## src/aps_map.svh

```systemverilog
`ifndef APS_MAP_SVH
`define APS_MAP_SVH
// Register offsets on the control port.
`define APS_ADDR_REF_CTRL 8'h27
`define APS_ADDR_FRAC_HIGH 8'h28
`define APS_ADDR_FRAC_LOW 8'h29
`define APS_ADDR_WHOLE 8'h2a
`define APS_ADDR_STATUS 8'h2b
`define APS_ADDR_RATE 8'h17
// Field positions.
`define APS_MODE_HI 7
`define APS_MODE_LO 6
`define APS_INDIV_HI 4
`define APS_INDIV_LO 2
`define APS_WHOLE_W 7
`define APS_FRAC_HIGH_W 5
// Reset values.
`define APS_REF_CTRL_RST 8'h00
`define APS_FRAC_HIGH_RST 8'h00
`define APS_FRAC_LOW_RST 8'h00
`define APS_WHOLE_RST 8'h20
`define APS_RATE_RST 8'h0b
// Clock source selection codes.
`define APS_MODE_BYPASS 2'h0
`define APS_MODE_NORMAL 2'h1
`define APS_MODE_SRM 2'h2
// Timing: master clock is lost after 1000 ns without an edge (about 500 kHz, as both edges count).
`define APS_CLK_PERIOD_NS 10
`define APS_DETECT_WINDOW_NS 1000
`define APS_DETECT_CYCLES (`APS_DETECT_WINDOW_NS / `APS_CLK_PERIOD_NS)
// Oscillator runs at eight times the system clock.
`define APS_POSTDIV 4'h8
`endif

```

## src/aps_pkg.sv

```systemverilog
`default_nettype none
package aps_pkg;
    typedef enum logic [1:0] {
        APS_SRC_REFOSC,
        APS_SRC_MCLK,
        APS_SRC_PLL
    } aps_src_type;

    typedef struct packed {
        logic pll_enable;
        logic srm_enable;
        logic [4:0] predivide;
        logic [19:0] feedback_div;
        logic [3:0] postdivide;
    } aps_pll_ctrl_type;

    typedef struct packed {
        aps_src_type source;
        logic family_44k1;
        logic refosc_enable;
        logic digital_ok;
    } aps_sysclk_type;
endpackage
`default_nettype wire

```

## src/aps_sysclk_select.sv

```systemverilog
`timescale 1ns/1ps
`default_nettype none
`include "aps_map.svh"

module aps_sysclk_select (
    // Clock and reset
    input wire logic mclk,
    input wire logic rst_n,
    // Register port
    input wire logic [7:0] reg_addr,
    input wire logic reg_wr,
    input wire logic [7:0] reg_wdata,
    input wire logic reg_rd,
    output logic [7:0] reg_rdata,
    // Pins and analog status
    input wire logic ext_mclk_pin,
    input wire logic pll_lock_pin,
    // Clock control outputs
    output aps_pkg::aps_pll_ctrl_type pll_ctrl,
    output logic pll_restart,
    output aps_pkg::aps_sysclk_type sysclk
);
    localparam int DET_W = 8;
    localparam logic [DET_W-1:0] DET_LAST = DET_W'(`APS_DETECT_CYCLES - 1);

    function automatic logic family_is_44k1(input logic [3:0] code);
        family_is_44k1 = (code[1:0] == 2'h2);
    endfunction

    function automatic logic [4:0] predivide_ratio(input logic [2:0] code);
        case (code)
            3'h0: predivide_ratio = 5'h01;
            3'h1: predivide_ratio = 5'h02;
            3'h2: predivide_ratio = 5'h04;
            3'h3: predivide_ratio = 5'h08;
            default: predivide_ratio = 5'h10;
        endcase
    endfunction

    // Register file.
    logic [7:0] ref_ctrl_q, ref_ctrl_d;
    logic [7:0] frac_high_q, frac_high_d;
    logic [7:0] frac_low_q, frac_low_d;
    logic [7:0] whole_q, whole_d;
    logic [7:0] rate_q, rate_d;
    logic [7:0] rdata_q, rdata_d;
    logic restart_q, restart_d;
    // Synchronisers and detector.
    logic [2:0] mclk_sync_q, mclk_sync_d;
    logic [1:0] lock_sync_q, lock_sync_d;
    logic [DET_W-1:0] det_cnt_q, det_cnt_d;
    logic det_q, det_d;
    // Source selection and outputs.
    aps_pkg::aps_src_type src_q, src_d;
    // Set by a loop restart and held until the synchronised lock has been seen low,
    // because the lock flag lags the restart by the synchroniser depth.
    logic relock_q, relock_d;
    aps_pkg::aps_pll_ctrl_type ctrl_q, ctrl_d;
    aps_pkg::aps_sysclk_type sys_q, sys_d;

    logic [1:0] mode;
    logic locked;
    logic [7:0] status;

    assign mode = ref_ctrl_q[`APS_MODE_HI:`APS_MODE_LO];
    assign locked = lock_sync_q[1];
    assign status = {4'h0, src_q, locked, det_q};

    // Register writes and reads.
    always_comb begin
        ref_ctrl_d = ref_ctrl_q;
        frac_high_d = frac_high_q;
        frac_low_d = frac_low_q;
        whole_d = whole_q;
        rate_d = rate_q;
        restart_d = 1'b0;
        rdata_d = rdata_q;
        if (reg_wr) begin
            case (reg_addr)
                `APS_ADDR_REF_CTRL: ref_ctrl_d = reg_wdata;
                `APS_ADDR_FRAC_HIGH: frac_high_d = {3'h0, reg_wdata[`APS_FRAC_HIGH_W-1:0]};
                `APS_ADDR_FRAC_LOW: frac_low_d = reg_wdata;
                `APS_ADDR_WHOLE: begin
                    // Rewriting the whole part restarts the loop, which is the
                    // recovery path after the word clock was removed in matching mode.
                    whole_d = {1'b0, reg_wdata[`APS_WHOLE_W-1:0]};
                    restart_d = 1'b1;
                end
                `APS_ADDR_RATE: rate_d = {4'h0, reg_wdata[3:0]};
                default: ;
            endcase
        end
        if (reg_rd) begin
            case (reg_addr)
                `APS_ADDR_REF_CTRL: rdata_d = ref_ctrl_q;
                `APS_ADDR_FRAC_HIGH: rdata_d = frac_high_q;
                `APS_ADDR_FRAC_LOW: rdata_d = frac_low_q;
                `APS_ADDR_WHOLE: rdata_d = whole_q;
                `APS_ADDR_RATE: rdata_d = rate_q;
                `APS_ADDR_STATUS: rdata_d = status;
                default: rdata_d = 8'h00;
            endcase
        end
    end

    always_ff @(posedge mclk) begin
        if (!rst_n) begin
            ref_ctrl_q <= `APS_REF_CTRL_RST;
            frac_high_q <= `APS_FRAC_HIGH_RST;
            frac_low_q <= `APS_FRAC_LOW_RST;
            whole_q <= `APS_WHOLE_RST;
            rate_q <= `APS_RATE_RST;
            rdata_q <= 8'h00;
            restart_q <= 1'b0;
        end else begin
            ref_ctrl_q <= ref_ctrl_d;
            frac_high_q <= frac_high_d;
            frac_low_q <= frac_low_d;
            whole_q <= whole_d;
            rate_q <= rate_d;
            rdata_q <= rdata_d;
            restart_q <= restart_d;
        end
    end

    // Master clock detector. The pin is sampled on the logic clock, so a fast
    // master clock aliases; any toggle seen inside the window counts as alive,
    // which only has to tell a running clock from a stopped or very slow one.
    always_comb begin
        mclk_sync_d = {mclk_sync_q[1:0], ext_mclk_pin};
        lock_sync_d = {lock_sync_q[0], pll_lock_pin};
        det_cnt_d = det_cnt_q;
        det_d = det_q;
        if (mclk_sync_q[2] != mclk_sync_q[1]) begin
            det_cnt_d = '0;
            det_d = 1'b1;
        end else if (det_cnt_q == DET_LAST) begin
            det_d = 1'b0;
        end else begin
            det_cnt_d = det_cnt_q + 1'b1;
        end
    end

    always_ff @(posedge mclk) begin
        if (!rst_n) begin
            mclk_sync_q <= 3'h0;
            lock_sync_q <= 2'h0;
            det_cnt_q <= '0;
            det_q <= 1'b0;
        end else begin
            mclk_sync_q <= mclk_sync_d;
            lock_sync_q <= lock_sync_d;
            det_cnt_q <= det_cnt_d;
            det_q <= det_d;
        end
    end

    // Source selection and PLL control.
    always_comb begin
        src_d = src_q;
        relock_d = relock_q;
        if (restart_q) begin
            relock_d = 1'b1;
        end else if (!locked) begin
            relock_d = 1'b0;
        end
        ctrl_d.pll_enable = 1'b0;
        ctrl_d.srm_enable = 1'b0;
        ctrl_d.predivide = predivide_ratio(ref_ctrl_q[`APS_INDIV_HI:`APS_INDIV_LO]);
        ctrl_d.feedback_div = {whole_q[`APS_WHOLE_W-1:0], frac_high_q[`APS_FRAC_HIGH_W-1:0],
            frac_low_q};
        ctrl_d.postdivide = `APS_POSTDIV;
        case (mode)
            `APS_MODE_NORMAL, `APS_MODE_SRM: begin
                ctrl_d.pll_enable = det_q;
                ctrl_d.srm_enable = det_q && (mode == `APS_MODE_SRM);
                if (!det_q) begin
                    src_d = aps_pkg::APS_SRC_REFOSC;
                end else if (locked && !restart_q && !relock_q) begin
                    src_d = aps_pkg::APS_SRC_PLL;
                end else if (src_q == aps_pkg::APS_SRC_PLL) begin
                    // Lock lost or loop restarted: fall back to the master clock rather than
                    // run from an unlocked loop.
                    src_d = aps_pkg::APS_SRC_MCLK;
                end else begin
                    src_d = src_q;
                end
            end
            default: begin
                src_d = det_q ? aps_pkg::APS_SRC_MCLK : aps_pkg::APS_SRC_REFOSC;
            end
        endcase
        sys_d.source = src_d;
        sys_d.family_44k1 = family_is_44k1(rate_q[3:0]);
        sys_d.refosc_enable = (src_d == aps_pkg::APS_SRC_REFOSC);
        sys_d.digital_ok = (src_d != aps_pkg::APS_SRC_REFOSC);
    end

    always_ff @(posedge mclk) begin
        if (!rst_n) begin
            src_q <= aps_pkg::APS_SRC_REFOSC;
            relock_q <= 1'b0;
            ctrl_q <= '0;
            sys_q <= '0;
        end else begin
            src_q <= src_d;
            relock_q <= relock_d;
            ctrl_q <= ctrl_d;
            sys_q <= sys_d;
        end
    end

    assign reg_rdata = rdata_q;
    assign pll_restart = restart_q;
    assign pll_ctrl = ctrl_q;
    assign sysclk = sys_q;
endmodule
`default_nettype wire

```

## config.mk

```make
export PLATFORM = sky130hd
export DESIGN_NAME = aps_sysclk_select
export DESIGN_NICKNAME = d
export VERILOG_FILES = /design/src/aps_pkg.sv /design/src/aps_sysclk_select.sv
export VERILOG_INCLUDE_DIRS = /design/src
export SDC_FILE = /design/constraint.sdc
export NUM_CORES = 1
export LEC_CHECK = 0
export ABC_AREA = 1
export ABC_CLOCK_PERIOD_IN_PS = 1700
export BUFFER_PORTS_ARGS = -buffer_cell sky130_fd_sc_hd__buf_2
export CAP_MARGIN = 20
export CORE_MARGIN = 1
export CORE_UTILIZATION = 40
export CTS_CLUSTER_SIZE = 14
export DETAILED_ROUTE_END_ITERATION = 7
export GPL_TIMING_DRIVEN = 0
export SYNTH_ARGS = -nofsm -noshare
export SYNTH_HDL_FRONTEND = slang
export SYNTH_SLANG_ARGS = --single-unit
```

## constraint.sdc

```tcl
create_clock -name mclk -period 1.7 [get_ports mclk]
set_clock_uncertainty 0.05 [all_clocks]
set_input_delay 0.17 -clock mclk [delete_from_list [all_inputs] [get_ports mclk]]
set_output_delay 0.17 -clock mclk [all_outputs]
set_load 0.01 [all_outputs]
```

==> metrics.csv <==
stage,metric,value,unit
outcome,status,"finished, final reports clean",
setup_path,critPathArrivalTime,1.83,ns
power,pwr-share-seq,55.4,%
clock_network,clock_latency,0.35,ns
global_routing,grt_antenna_before_repair,0,
finish,n_antenna_cell,0,
placed_design,numPortBuffers,63,
finish,drive_gt1_share,24.2,%
power,p_clk_share,38.7,%
clock_network,cts_tree,yes,
clock_network,cts_root_buffer,clkbuf_8,
die,ioPinCount,67,
logic_synthesis,synthDistinctLibCells,35,
finish,fin_nets,518,
timing,max_slew_margin,65.1,%
finish,num-fill-cells,821,
logic_synthesis,ys_top_cells_by_area,"dfxtp_1, inv_1, nand2_1, a21oi_1, nand3_1",
power,max-vdd-ir-drop,564,uV
timing,layout_min_cycle_time,1.58,ns
placed_design,dp_hpwl,6010,microns
logic_synthesis,yosys_warnings,0,
routing,vias,2897,
logic_synthesis,syn_inst,415,
clock_network,htree_levels,3,
logic_synthesis,synth_seq_cells,89,
power,switching_share,22.2,%
global_routing,grt-ovfl-total,0,
routing,drc,0,
die,die_w,95.2,microns
routing,drt-total-wl,8080,microns
setup_path,cp-start-kind,primary input,
routing,wire_per_inst,13.4,microns
finish,layout_commonest_cell,dfxtp_1,
die,chipHeight,95.2,microns
routing,ant_nets,0,
global_routing,grt_pass1_vias,2681,
setup_path,crit_path_end_kind,flop,
clock_network,clock_sinks,89,
clock_network,path_clk_slew,0.08,ns
timing,worstMarginPinSlew,0.523,ns
routing,first_pass_iters,4,
global_routing,grt_max_degree,14,
finish,syn_to_final_growth,19.9,%
finish,final_cell_mix,"dfxtp_1, inv_1, buf_2",
setup_path,critical-path-top-cell-by-count,buf_2,
global_routing,grt_usage,19.3,%
logic_synthesis,synth_top_area_share,51.2,%
die,std_cell_rows,33,
clock_network,clock_path_buffers,2,
finish,post-route-util,50.2,%
setup_path,crit_fanout,10,
timing,finalCritPeriodShare,92.7,%
logic_synthesis,syn_avg_cell_area,8.38,sq um
logic_synthesis,yosys.area.top_type,dfxtp_1,
setup_path,critPathKind,in -> reg,
timing,setup_violations,0,
die,initial_core_util,41.9,%
die,dieArea,0.00907,sq mm
run,maxCapViolCount,0,
setup_path,cpMaxStageDelayCell,dlygate4sd3_1,
timing,setup_tns,0,ns
die,core_area,0.00830,sq mm
worst_hold_path,hp-class,in -> reg,
setup_path,cp_cell_sequence,dlygate4sd3_1 > buf_2 > buf_2 > buf_1 > buf_2 > nand2_1 > inv_1,
global_routing,grt_pass1_wl,13100,microns
timing,final_max_slew_viol_count,0,
logic_synthesis,synth.yosys.seq_area_share,51.2,%
power,power_density,922,mW/mm^2
timing,rsz0062_at_grt,no,
placed_design,gp_congestion,0.893,
power,leakagePower,0.00201,uW
setup_path,cpPeakStageDelay,0.52,ns
timing,finalHoldViolations,0,
clock_network,cts_buffers,9,
logic_synthesis,syn_area,0.00348,sq mm
routing,first_iter_violations,131,
power,pwr-share-comb,6.0,%
power,p_switching,853,uW
routing,routed_via_density,4.80,
timing,fmax,635,MHz
power,p_int,2990,uW
setup_path,cp.required,1.95,ns
## cells in the mapped netlist (all sizes together)
library cell,instances
xnor2,1
nor3,10
a21boi,1
nand3,36
nand4,2
clkbuf,4
xor2,3
dfxtp,89
buf,10
o21ai,39
and2,1
o22ai,7
inv,73
conb,1
a211oi,1
ha,2
nand2,65
nor2,29
a21oi,38
or2,3
## registers in the layout, summed over array words and instances, names as in the netlist, 4 cells and up
name / cells
pll_ctrl: 28
ref_ctrl_q: 8
reg_rdata: 8
whole_q: 7
rate_q: 4
frac_low_q: 8
sysclk: 5
det_cnt_q: 8
frac_high_q: 5
## worst max-delay path: cells and delay by family
family                 cells  cell delay (ns)
buffers and inverters      6             1.57
and+or+nand+nor            1             0.09
## area by class of cell
| cell class | instances | area [sq um] | area share, % |
|---|---|---|---|
| Timing Repair Buffer | 66 | 345 | 8.28 |
| Clock buffer | 14 | 173 | 4.14 |
| Sequential cell | 89 | 1780 | 42.7 |
| Tap cell | 105 | 131 | 3.15 |
| Buffer | 14 | 96.3 | 2.31 |
| Clock inverter | 2 | 35.0 | 0.840 |
| Inverter | 73 | 274 | 6.57 |
| Multi-Input combinational cell | 241 | 1330 | 32.0 |
## cell families after synthesis
group	count (synthesis)	share of synthesized area, %
AOI/OAI and AO/OA	86	13.0
DFF	89	51.2
other	1	0.108
adders and majority gates	2	0.720
xor gates and xnor gates	4	1.01
buffers and inverters	87	10.7
and+or+nand+nor	146	23.3
## metrics by stage
step / instance area (sq um) / hold slack [ns] / setup WS (ns) / total power, uW / std cells
after floorplan: 3480 / 0.148 / 0.486 / 2310 / 417
after global placement: 3930 / 0.251 / 0.269 / 2400 / 585
after detailed placement: 3930 / 0.252 / 0.266 / 2400 / 585
after CTS: 4170 / 0.0159 / 0.108 / 3890 / 604
after global routing: 4170 / 0.0445 / 0.000620 / 4000 / 604
final: 4170 / 0.0450 / 0.125 / 3840 / 604
## path summary, 6_finish.rpt
| path | start | end | slack, ns | depth (start not counted) |
|---|---|---|---|---|
| setup / recovery | rst_n | pll_ctrl[4] | 0.12 | 7 |
| hold / removal | reg_wdata[6] | whole_q[6] | 0.05 | 3 |
| setup reg to reg | ref_ctrl_q[6] | sysclk[4] | 0.32 | 4 |
| hold reg to reg | lock_sync_q[0] | lock_sync_q[1] | 0.37 | 2 |
## layer usage
layer / vias to the layer above / share of wire [%] / track usage [%] / wire [microns]
met5: - / 0 / 0 / 0
met4: 0 / 2.4 / 7.95 / 193
met3: 15 / 5.9 / 4.47 / 477
met2: 80 / 45 / 30.2 / 3660
met1: 1323 / 46 / 25.6 / 3750
li1: 1479 / - / - / -
## power groups by stage
stage          Sequential (uW)  Clock [uW]  Combinational [uW]
6_report                  2130        1490                 230
3_3_place_gp              2180           0                 223
4_1_cts                   2130        1530                 231
5_1_grt                   2130        1620                 255
2_1_floorplan             2180           0                 127
3_5_place_dp              2180           0                 225
## timing repair
action                                 in CTS  in global routing
buffers inserted                            0                  0
resized for setup                           0                  1
hold buffers                                3                  0
setup endpoints to repair                   0                  1
endpoints found under the hold margin       3                  0
Power figures use the tool's default switching activity.
